--- src/design/asf_pkg.sv ---
// Functional notes
// Frame select falling starts a serial frame; its rising edge ends it.
// Host gives a whole multiple of 16 rising clocks per frame.
// Result pin floats while frame select is high, driven while low.
// Serial clock is ignored while frame select is high.
// First three serial-clock cycles of each conversion are track mode.
// Next thirteen cycles convert and shift; sixteen cycles per conversion.
// Falling edges one to four put out zero bits.
// Falling edges five to fourteen put out the result, MSB first.
// Falling edges fifteen and sixteen put out trailing zeros.
// Track mode restarts on the fall after every sixteenth rise.
// Each later slot goes back to hold on its fourth fall.
// Select falling with clock high: track starts on next clock fall.
// Select falling with clock low: track at once, counts as fall one.
// The input is sampled on the fourth falling edge of a conversion.
// Host sends a fresh command word in every conversion slot.
// Command word taken on first eight rising edges, MSB first.
// Command bits five to three pick the channel; other bits ignored.
// Channel selection resets to zero, so first conversion uses input zero.
// Host samples each result bit on the rise after its launch.
package asf_pkg;

    localparam int         CNT_W       = 5;
    localparam logic [4:0] SLOT_EDGES  = 5'h10;
    localparam logic [4:0] TRACK_EDGES = 5'h03;
    localparam logic [4:0] HOLD_EDGE   = 5'h04;
    localparam logic [4:0] DATA_FIRST  = 5'h05;
    localparam int         RESULT_BITS = 10;
    localparam int         CMD_BITS    = 8;
    localparam logic [4:0] CMD_LAST    = 5'h07;
    localparam int         CHAN_MSB    = 5;
    localparam int         CHAN_LSB    = 3;
    localparam logic [2:0] CHAN_RESET  = 3'h0;
    localparam logic       SEL_N_RESET = 1'h1;
    localparam logic       SCLK_RESET  = 1'h0;

    // One-hot sequencing states.
    typedef enum logic [3:0]
    {
        ASF_IDLE  = 4'h1,
        ASF_WAIT  = 4'h2,
        ASF_TRACK = 4'h4,
        ASF_CONV  = 4'h8
    } asf_state_t;

endpackage

--- src/design/asf_edge.sv ---
`timescale 1ns/1ps
module asf_edge #(
    parameter int         W         = 2,
    parameter logic [1:0] RESET_VAL = 2'h0
) (
    // Clock and reset.
    input  wire logic         core_clk,
    input  wire logic         rst,
    // Sampled levels.
    input  wire logic [W-1:0] level,
    // Edge pulses, one core clock wide.
    output logic      [W-1:0] rise,
    output logic      [W-1:0] fall
);
    logic [W-1:0] level_q;

    if (W < 1 || W > 2)
    begin : g_bad_w
        $error("asf_edge: W must be 1 or 2");
    end

    // Previous level; reset value chosen so no false edge appears after reset.
    always_ff @(posedge core_clk or posedge rst)
    begin
        if (rst)
            level_q <= RESET_VAL[W-1:0];
        else
            level_q <= level;
    end

    assign rise = level & ~level_q;
    assign fall = ~level & level_q;
endmodule

--- src/design/asf_sequencer.sv ---
`timescale 1ns/1ps
module asf_sequencer #(
    parameter int RESULT_W = asf_pkg::RESULT_BITS
) (
    // Clock and reset.
    input  wire logic                core_clk,
    input  wire logic                rst,
    // Serial host pins.
    input  wire logic                frame_sel_n,
    input  wire logic                sclk,
    input  wire logic                cmd_in,
    output logic                     result_out,
    output logic                     result_oe_n,
    // Converter front end.
    output logic                     track_mode,
    output logic                     hold_strobe,
    output logic                     channel_sel_bit2,
    output logic                     channel_sel_bit1,
    output logic                     channel_sel_bit0,
    input  wire logic [RESULT_W-1:0] sar_result
);
    import asf_pkg::*;

    logic [1:0]          edge_rise;
    logic [1:0]          edge_fall;
    logic                frame_start;
    logic                active;
    logic                sclk_rise_g;
    logic                sclk_fall_g;
    logic                slot_wrap;
    logic                new_fall;
    logic                hold_edge;
    logic                cmd_take;
    logic                cmd_done;
    logic [CNT_W-1:0]    fall_cnt_d;
    logic [CNT_W-1:0]    fall_cnt_q;
    logic [CNT_W-1:0]    rise_cnt_d;
    logic [CNT_W-1:0]    rise_cnt_q;
    logic [CMD_BITS-1:0] cmd_word;
    logic [CMD_BITS-1:0] cmd_shift_q;
    logic [2:0]          cmd_chan;
    logic [2:0]          chan_next_q;
    logic [2:0]          chan_cur_q;
    logic [RESULT_W-1:0] result_q;
    logic                dout_d;
    logic                dout_q;
    logic                hold_q;
    asf_state_t          st_d;
    asf_state_t          st_q;

    // The result must fit between the leading zeros and the end of the slot.
    if (RESULT_W < 1 || RESULT_W > 12)
    begin : g_bad_width
        $error("asf_sequencer: RESULT_W must lie between 1 and 12");
    end

    // Bit carried on a given falling edge of the slot; zero outside the data window.
    function automatic logic slot_bit(input logic [CNT_W-1:0] edge_n,
                                      input logic [RESULT_W-1:0] word);
        int idx;
        idx = int'(edge_n) - int'(DATA_FIRST);
        if (idx >= 0 && idx < RESULT_W)
            return word[RESULT_W - 1 - idx];
        else
            return 1'b0;
    endfunction

    // Edge detection of select (bit 0) and serial clock (bit 1) on the core clock.
    asf_edge #(
        .W         (2),
        .RESET_VAL ({SCLK_RESET, SEL_N_RESET})
    ) u_edge (
        .core_clk (core_clk),
        .rst      (rst),
        .level    ({sclk, frame_sel_n}),
        .rise     (edge_rise),
        .fall     (edge_fall)
    );

    // Framing: select low is the frame, select high discards the clock.
    assign frame_start = edge_fall[0];
    assign active      = ~frame_sel_n;
    assign sclk_rise_g = active & ~frame_start & edge_rise[1];
    assign sclk_fall_g = active & ~frame_start & edge_fall[1];

    // A fall after the sixteenth rise opens the next conversion slot.
    assign slot_wrap = sclk_fall_g & (rise_cnt_q == SLOT_EDGES);
    // Select falling onto a low clock stands in for the first clock fall.
    assign new_fall  = (frame_start & ~sclk) | sclk_fall_g;
    assign hold_edge = sclk_fall_g & (fall_cnt_d == HOLD_EDGE);

    // Falling-edge position within the slot, 1 to 16, 0 before the first.
    assign fall_cnt_d = frame_sel_n ? '0 :
                        frame_start ? (sclk ? '0 : 5'h01) :
                        slot_wrap   ? 5'h01 :
                        (sclk_fall_g && fall_cnt_q != SLOT_EDGES) ?
                            fall_cnt_q + 5'h01 : fall_cnt_q;

    // Rising-edge count within the slot; it drives command capture and wrap.
    assign rise_cnt_d = (frame_sel_n || frame_start || slot_wrap) ? '0 :
                        (sclk_rise_g && rise_cnt_q != SLOT_EDGES) ?
                            rise_cnt_q + 5'h01 : rise_cnt_q;

    // Command bits arrive MSB first on the first eight rises of a slot.
    assign cmd_take = sclk_rise_g & (rise_cnt_q < 5'(CMD_BITS));
    assign cmd_done = sclk_rise_g & (rise_cnt_q == CMD_LAST);
    assign cmd_word = {cmd_shift_q[CMD_BITS-2:0], cmd_in};
    assign cmd_chan = cmd_word[CHAN_MSB:CHAN_LSB];

    // Output bit for the edge being taken now; idle frames send zero.
    assign dout_d = frame_sel_n ? 1'b0 :
                    new_fall    ? slot_bit(fall_cnt_d, result_q) :
                    dout_q;

    // Sequencing of track and hold within each slot.
    always_comb
    begin
        st_d = st_q;
        case (st_q)
            ASF_IDLE:
            begin
                if (frame_start)
                    st_d = sclk ? ASF_WAIT : ASF_TRACK;
            end
            ASF_WAIT:
            begin
                if (frame_sel_n)
                    st_d = ASF_IDLE;
                else if (new_fall)
                    st_d = ASF_TRACK;
            end
            ASF_TRACK:
            begin
                if (frame_sel_n)
                    st_d = ASF_IDLE;
                else if (hold_edge)
                    st_d = ASF_CONV;
            end
            ASF_CONV:
            begin
                if (frame_sel_n)
                    st_d = ASF_IDLE;
                else if (slot_wrap)
                    st_d = ASF_TRACK;
            end
            default:
            begin
                st_d = ASF_IDLE;
            end
        endcase
    end

    // Sequencer state and slot counters.
    always_ff @(posedge core_clk or posedge rst)
    begin
        if (rst)
        begin
            st_q       <= ASF_IDLE;
            fall_cnt_q <= '0;
            rise_cnt_q <= '0;
        end
        else
        begin
            st_q       <= st_d;
            fall_cnt_q <= fall_cnt_d;
            rise_cnt_q <= rise_cnt_d;
        end
    end

    // Command shifter; a short frame leaves the last full channel in force.
    always_ff @(posedge core_clk or posedge rst)
    begin
        if (rst)
            cmd_shift_q <= '0;
        else if (cmd_take)
            cmd_shift_q <= cmd_word;
    end

    // Channel for the next slot, and the one in use for the present slot.
    always_ff @(posedge core_clk or posedge rst)
    begin
        if (rst)
        begin
            chan_next_q <= CHAN_RESET;
            chan_cur_q  <= CHAN_RESET;
        end
        else
        begin
            if (cmd_done)
                chan_next_q <= cmd_chan;
            if (new_fall && fall_cnt_d == 5'h01)
                chan_cur_q <= chan_next_q;
        end
    end

    // Result is frozen at the hold edge so shifting never sees it change.
    always_ff @(posedge core_clk or posedge rst)
    begin
        if (rst)
        begin
            result_q <= '0;
            hold_q   <= 1'b0;
            dout_q   <= 1'b0;
        end
        else
        begin
            if (hold_edge)
                result_q <= sar_result;
            hold_q <= hold_edge;
            dout_q <= dout_d;
        end
    end

    // Pin and front-end outputs.
    assign result_out       = dout_q;
    assign result_oe_n      = frame_sel_n;
    assign track_mode       = (st_q == ASF_TRACK);
    assign hold_strobe      = hold_q;
    assign channel_sel_bit2 = chan_cur_q[2];
    assign channel_sel_bit1 = chan_cur_q[1];
    assign channel_sel_bit0 = chan_cur_q[0];

    // Bit that the slot position just reached should carry on the pin.
    logic exp_bit;
    assign exp_bit = slot_bit(fall_cnt_q, result_q);
endmodule

--- config.mk ---
export PLATFORM = sky130hd
export DESIGN_NAME = asf_sequencer
export DESIGN_NICKNAME = d
export VERILOG_FILES = /design/src/design/asf_pkg.sv /design/src/design/asf_edge.sv /design/src/design/asf_sequencer.sv
export SDC_FILE = /design/constraint.sdc
export NUM_CORES = 1
export LEC_CHECK = 0
export ABC_AREA = 1
export BUFFER_PORTS_ARGS = -buffer_cell sky130_fd_sc_hd__buf_2
export CAP_MARGIN = 20
export CORE_ASPECT_RATIO = 0.5
export CORE_MARGIN = 2
export CORE_UTILIZATION = 25
export DETAILED_ROUTE_END_ITERATION = 16
export RECOVER_POWER = 100
export SLEW_MARGIN = 10
export SYNTH_ARGS = -nofsm -noshare
export SYNTH_HDL_FRONTEND = slang
export SYNTH_SLANG_ARGS = --single-unit
export TNS_END_PERCENT = 5
--- constraint.sdc ---
create_clock -name core_clk -period 2.7 [get_ports core_clk]
set_input_delay 0.27 -clock core_clk [delete_from_list [all_inputs] [get_ports core_clk]]
set_output_delay 0.27 -clock core_clk [all_outputs]
set_load 0.005 [all_outputs]
== After elaboration in Yosys (flattened, before gate mapping) ==
Index checks and enable logic that the tools add are counted.

* Bitwise gates (word level): 16
* $add $sub $neg: 4
* Equal/unequal tests: 14
* Reduce and logical (&&, ||, !) cells: 9
* Order comparisons: 4
* Mux-type cells: 22

{| class="wikitable"
|+ Operators with widths
! kind !! number
|-
| 5-bit 2-to-1 mux || 6
|-
| 4-bit 2-to-1 mux || 7
|-
| 4-bit one-hot mux with 4 select lines || 1
|-
| 5-bit by 1-bit adder with 5-bit output, second input constant || 2
|-
| 5-bit by 3-bit == test with 1-bit output, second input constant || 2
|-
| 5-bit inequality test, second input constant || 2
|-
| 1-bit AND || 8
|-
| 7-bit by 6-bit < comparator with 1-bit output, second input constant || 1
|-
| 5-bit by 6-bit subtractor with 7-bit output, first input constant || 1
|-
| 6-bit by 1-bit greater-or-equal comparator with 1-bit output, second input constant || 1
|-
| 6-bit by 5-bit < comparator with 1-bit output, second input constant || 1
|-
| 1-bit 2-to-1 mux || 6
|-
| 3-bit inequality test, second input constant || 2
|-
| 5-bit by 3-bit subtractor with 6-bit output, second input constant || 1
|-
| 5-bit by 1-bit == test with 1-bit output, second input constant || 1
|-
| 5-bit == test, second input constant || 1
|-
| 5-bit by 4-bit < comparator with 1-bit output, second input constant || 1
|-
| 2-bit AND || 2
|-
| 1-bit binary-select mux with 4-bit select || 1
|-
| 4-bit by 1-bit == test with 1-bit output, second input constant || 1
|-
| 4-bit by 2-bit == test with 1-bit output, second input constant || 1
|-
| 4-bit by 3-bit == test with 1-bit output, second input constant || 1
|-
| 4-bit == test, second input constant || 1
|-
| 1-bit logical AND || 4
|-
| other kinds (9) || 14
|}

* Logic and storage cells: 79
* Output and inout bits: 7
* Flip-flop bits (word level): 39
* Input port bits: 15

== Logic depth before layout (Yosys ltp) ==
* Word-level depth: 18
* Depth in mapped cells: 21
* Gate-level depth less buffers: 21

== By module ==
From an unflattened synthesis, not the netlist that was laid out.

* Cells, all modules: 259
* Area total of the unflattened synthesis: 2228.4 um^2

{| class="wikitable"
|+ Modules (own cells, without submodules)
! module !! cells an instance !! sequential area each (um^2) !! area each (um^2) !! times used
|-
| asf_sequencer || 248 || 927.1 || 2143.3 || 1
|-
| asf_edge || 11 || 51.3 || 85.1 || 1
|}

== Least setup slack after synthesis ==
Ideal clock, no wire load.

* Path kind: register to register
* From: reg fall_cnt_q[0]
* To: reg dout_q, in the netlist result_out
* Buffers on the path: 0
* Cell stages (with the launch flop): 22
* Data required time: 2.583 ns
* Arrival: 2.320 ns
* Setup slack: 0.263 ns
* Clock period less this slack: 2.437 ns
* Library setup time: 0.117 ns
* Path through: dfrtp_1 inv_1 ha_1 nand2_1 inv_1 nand2_1 nand2_4 nand2_1 nand3_1 nand2_2 nand2_2 inv_1 ha_1 xor2_1 inv_1 ha_1 inv_1 nand2_1 nand2_1 nand2_1 nand3_1 nand2_1

* Longest elaborated chain between the ends: 14
* Elaborated cells between the ends (all ways): 18
* Those cells by class: add/sub (3); order compare (2); eq/ne (1); mux (10); reduce/logical (2)

{| class="wikitable"
|+ RTL lines
! item !! RTL line !! source
|-
| start, declared || asf_sequencer.sv:36 || <nowiki>logic [CNT_W-1:0] fall_cnt_q;</nowiki>
|-
| start signal, assigned || asf_sequencer.sv:165 || <nowiki>fall_cnt_q <= fall_cnt_d;</nowiki>
|-
| parallel branches: the longest is 2 deep, another holds 5-bit by 1-bit adder with 5-bit output || -- ||
|-
| 5-bit 2-to-1 mux (*) || asf_sequencer.sv:96 || <nowiki>(sclk_fall_g && fall_cnt_q != SLOT_EDGES) ?</nowiki>
|-
| 5-bit 2-to-1 mux (*) || asf_sequencer.sv:95 || <nowiki>slot_wrap ? 5'h01 :</nowiki>
|-
| 5-bit 2-to-1 mux (*) || asf_sequencer.sv:94 || <nowiki>frame_start ? (sclk ? '0 : 5'h01) :</nowiki>
|-
| 5-bit 2-to-1 mux (*) || asf_sequencer.sv:93 || <nowiki>assign fall_cnt_d = frame_sel_n ? '0 :</nowiki>
|-
| via fall_cnt_d[0] || asf_sequencer.sv:35 || <nowiki>logic [CNT_W-1:0] fall_cnt_d;</nowiki>
|-
| 5-bit by 3-bit subtractor with 6-bit output (*) || asf_sequencer.sv:61 || <nowiki>idx = int'(edge_n) - int'(DATA_FIRST);</nowiki>
|-
| 5-bit by 6-bit subtractor with 7-bit output || asf_sequencer.sv:63 || <nowiki>return word[RESULT_W - 1 - idx];</nowiki>
|-
| 1-bit binary-select mux with 4-bit select || asf_sequencer.sv:63 ||
|-
| 1-bit 2-to-1 mux (not written as such) (2 in a row) || asf_sequencer.sv:63 ||
|-
| 1-bit 2-to-1 mux (*) || asf_sequencer.sv:62 || <nowiki>if (idx >= 0 && idx < RESULT_W)</nowiki>
|-
| 1-bit 2-to-1 mux (*) || asf_sequencer.sv:112 || <nowiki>new_fall ? slot_bit(fall_cnt_d, result_q) :</nowiki>
|-
| 1-bit 2-to-1 mux (*) || asf_sequencer.sv:111 || <nowiki>assign dout_d = frame_sel_n ? 1'b0 :</nowiki>
|-
| end signal, assigned || asf_sequencer.sv:210 || <nowiki>dout_q <= dout_d;</nowiki>
|-
| end, declared || asf_sequencer.sv:46 || <nowiki>logic dout_q;</nowiki>
|}

Mark *: on every way through the listed nets, which the timed path passes. The select of a mux whose other input is x is not followed.
A chain may end at the register's enable or synchronous reset.

== Final worst setup path ==
* From: reg rise_cnt_q[0]
* To: reg chan_cur_q[0]

* Longest elaborated chain between the ends: 7

{| class="wikitable"
|+ RTL lines
! item !! RTL line !! source
|-
| start, declared || asf_sequencer.sv:38 || <nowiki>logic [CNT_W-1:0] rise_cnt_q;</nowiki>
|-
| start signal, assigned || asf_sequencer.sv:166 || <nowiki>rise_cnt_q <= rise_cnt_d;</nowiki>
|-
| 5-bit == test || asf_sequencer.sv:87 || <nowiki>assign slot_wrap = sclk_fall_g & (rise_cnt_q == SLOT_EDGES);</nowiki>
|-
| 1-bit AND || asf_sequencer.sv:87 ||
|-
| 5-bit 2-to-1 mux || asf_sequencer.sv:95 ||
|-
| 5-bit 2-to-1 mux || asf_sequencer.sv:94 ||
|-
| 5-bit 2-to-1 mux || asf_sequencer.sv:93 ||
|-
| via fall_cnt_d[0] || asf_sequencer.sv:35 ||
|-
| 5-bit by 1-bit == test with 1-bit output || asf_sequencer.sv:191 || <nowiki>if (new_fall && fall_cnt_d == 5'h01)</nowiki>
|-
| 1-bit logical AND || asf_sequencer.sv:191 ||
|-
| end signal, assigned || asf_sequencer.sv:192 || <nowiki>chan_cur_q <= chan_next_q;</nowiki>
|-
| end, declared || asf_sequencer.sv:43 || <nowiki>logic [2:0] chan_cur_q;</nowiki>
|}

The timed path passes the listed nets, and every way through them passes these cells.

==> flow_summary.yaml <==
job:
  max-cap-violations: 0
floorplanning:
  die_x_um: 135
  die_area_um2: 9420
  fp.dieH_um: 69.6
  initial_core_util_pct: 26.4
  coreArea_um2: 8170
  num_rows: 23
  io_pins: 22
clock_tree:
  clock-sinks: 39
  cts.htree.levels: 2
  cts_buffers: 5
  path_clk_slew_ps: 60
  cts_tree: "built"
  postCtsHoldBufs: 0
  cts_buffer_depth: 2
  clock_latency_ps: 280
  root_buffer: "clkbuf_16"
detailed_routing:
  ant_nets: 0
  wirelength_um: 4360
  drcViolationCount: 0
  first_pass_iters: 4
  vias_per_cell: 4.23
  via_count: 1764
  drtIter0Drc: 65
  wl_per_cell_um: 10.4
pwr:
  peakVddDrop_v: 0.000215
  cellLeakagePower_nw: 1.31
  power_density_nw_per_um2: 561
sta:
  tns_ps: 0
  hold_violations: 0
  setup_viol: 0
  whs_ps: 39.0
  fin_skew_ps: 2.86
  min_period_ps: 2510
  slew_headroom_pct: 10.8
  post-route-period-util_pct: 92.9
  max_freq_mhz: 399
  slew_viol_final: 0
  rsz0062_at_grt: "false"
  tightest_slew_ps: 1340
worst_setup_path:
  cpPeakStageDelay_ps: 420
  required_ps: 2870
  cpMaxStageDelayCell: "dfrtp_1"
  critPathLaunchType: "register"
  crit_arrival_ps: 2680
  cpLargestDelayFamily: "simple AND/OR/NAND/NOR gates"
  worstSetupPathType: "register to register"
  crit_chain: "inv_2 -> ha_2 -> nand2_1 -> nor3_2 -> nand2_1 -> nand3_2 -> nand2_4 -> nand2_2 -> clkbuf_1 -> ha_1 -> nand3_1 -> nor2_1 -> buf_4 -> mux2_2"
  r2r-start: "rise_cnt_q[0]"
  end_kind: "register"
  reg2reg_depth: 14
  crit_path_frequent_cell: "nand2_1"
  r2r_setup_slack_ps: 190
  regToRegEndpoint: "chan_cur_q[0]"
  worstPathMaxFanout: 7
  cp_num_buf_inv: 3
logic_synthesis:
  yosysWarnings: 0
  syn_nets: 289
  synth_cell_types: 29
  synthCells: 267
  ys_seq_area_share_pct: 45.4
  syn-mean-instance-area_um2: 8.07
  synth_area_um2: 2150
  ys_ff_latch: 39
layout:
  final_cell_mix: "nand2_1 (81), dfrtp_1 (37), inv_1 (31), nand3_1 (25), buf_2 (17)"
  n_antenna_cell: 0
  fin_util_pct: 32.1
  fin_cells: 417
  areaGrowthSynthToFinish_pct: 22.0
  drive_gt1_share_pct: 23.6
  nNetsFinal: 326
  layout_commonest_cell: "nand2_1"
place:
  dp_hpwl_um: 3200
  place.gp.congestion: 0.794
  dp_cells: 403
  port_buffers: 21
global_route:
  grt_max_degree: 26
  grt_pass1_vias: 1687
  grt_pass1_wl_um: 7660
  grt_use_total_pct: 10.1
  antenna_found_initial: 0
  grt-ovfl-total: 0
worst_hold_path:
  hold_path_class: "input port to asynchronous set/reset pin"
outcome:
  status: "complete, no violations"
==> routing by layer <==
metal  wire length, um  vias to the layer above  GRT usage (%)
li1                  -                      922              -
met4                77                        0           4.17
met2              2030                       21           16.9
met3               108                        8           1.75
met1              2140                      813           12.9
met5                 0                        -              0
==> cell families (layout without fill, tap and decap cells) <==
group,after synthesis,after routing,synth area share [%]
XOR/XNOR,3,3,1.22
multiplexers,4,4,2.09
flip-flops,39,39,45.4
AND/OR/NAND/NOR,150,150,33.3
adder cells (fa/ha/maj),7,7,4.06
AO/OA/AOI/OAI,23,23,6.21
buffers and inverters,41,79,7.67
==> stage by stage <==
step | power [mW] | instance area [um2] | setup slack [ps]
after floorplan | 0.837 | 2150 | 263
after global placement | 0.891 | 2420 | 203
after detailed placement | 0.894 | 2420 | 114
after CTS | 1.49 | 2560 | 106
after global routing | 1.56 | 2630 | 1.49
final | 1.47 | 2630 | 192
==> sequential cells by signal (all words and copies together), names as in the netlist <==
| name | flops |
|---|---|
| st_q | 4 |
| hold_strobe | 1 |
| fall_cnt_q | 5 |
| result_out | 1 |
| chan_cur_q | 3 |
| u_edge.level_q | 2 |
| rise_cnt_q | 5 |
| result_q | 10 |
| cmd_shift_q | 5 |
| chan_next_q | 3 |
==> worst max-delay path by stage <==
stage | startpoint | to | slack [ps] | depth (start not counted)
2_1_floorplan | fall_cnt_q[0] | result_out | 260 | 21
3_3_place_gp | rise_cnt_q[0] | result_out | 200 | 19
3_5_place_dp | rise_cnt_q[0] | result_out | 110 | 19
4_1_cts | rise_cnt_q[0] | result_out | 110 | 19
5_1_grt | rise_cnt_q[0] | result_out | 1 | 18
6_report | rise_cnt_q[0] | chan_cur_q[0] | 190 | 14
==> synthesized netlist by cell type <==
| library cell | instances | area [um2] |
|---|---|---|
| inv_2 | 5 | 18.8 |
| o21ai_2 | 2 | 17.5 |
| a31o_2 | 1 | 8.76 |
| a21oi_1 | 4 | 20.0 |
| nor4_4 | 1 | 21.3 |
| dfrtp_1 | 37 | 926 |
| nand3_4 | 1 | 17.5 |
| nand4_1 | 3 | 18.8 |
| nor2_1 | 15 | 56.3 |
| nand3_1 | 26 | 130 |
| inv_1 | 34 | 128 |
| nand2_2 | 5 | 31.3 |
| nand3_2 | 2 | 20.0 |
| nor4_1 | 1 | 6.26 |
| nand2_1 | 82 | 308 |
| dfstp_2 | 2 | 52.6 |
| buf_6 | 1 | 11.3 |
| xor2_1 | 1 | 8.76 |
| o21bai_1 | 3 | 22.5 |
| buf_4 | 1 | 7.51 |
| xnor2_1 | 2 | 17.5 |
| mux2_2 | 4 | 45.0 |
| ha_1 | 7 | 87.6 |
| nor2_4 | 3 | 33.8 |
| nand2_4 | 2 | 22.5 |
| nor3_1 | 6 | 30.0 |
| o21ai_0 | 13 | 65.1 |
| nor3_2 | 1 | 10.0 |
| nor2_2 | 2 | 12.5 |
==> power breakdown <==
group	internal, mW	switching, mW
sequential	0.631	0.0292
combinational	0.0922	0.133
clock	0.340	0.248
total	1.06	0.411
==> worst register-to-register path, cell delays in order, from the launching register on <==
cell      delay (ps)
dfrtp_1          420
inv_2             80
ha_2             170
nand2_1           70
nor3_2           200
nand2_1           90
nand3_2           80
nand2_4           60
nand2_2           70
clkbuf_1         280
ha_1             210
nand3_1           70
nor2_1           120
buf_4            150
mux2_2           330
==> cell type report <==
cell class,count,area (um2)
tap,112,140
fill,900,5550
clock inverter,3,20.0
sequential,39,978
inverter,39,146
clock buffer,5,125
timing repair buffer,32,176
multi-input combinational,187,1040
==> what timing repair did <==
item	4_1_cts	5_1_grt
resized for setup	0	10
setup buffers	0	6
setup endpoints to repair	0	12
Power figures use the tool's default switching activity.
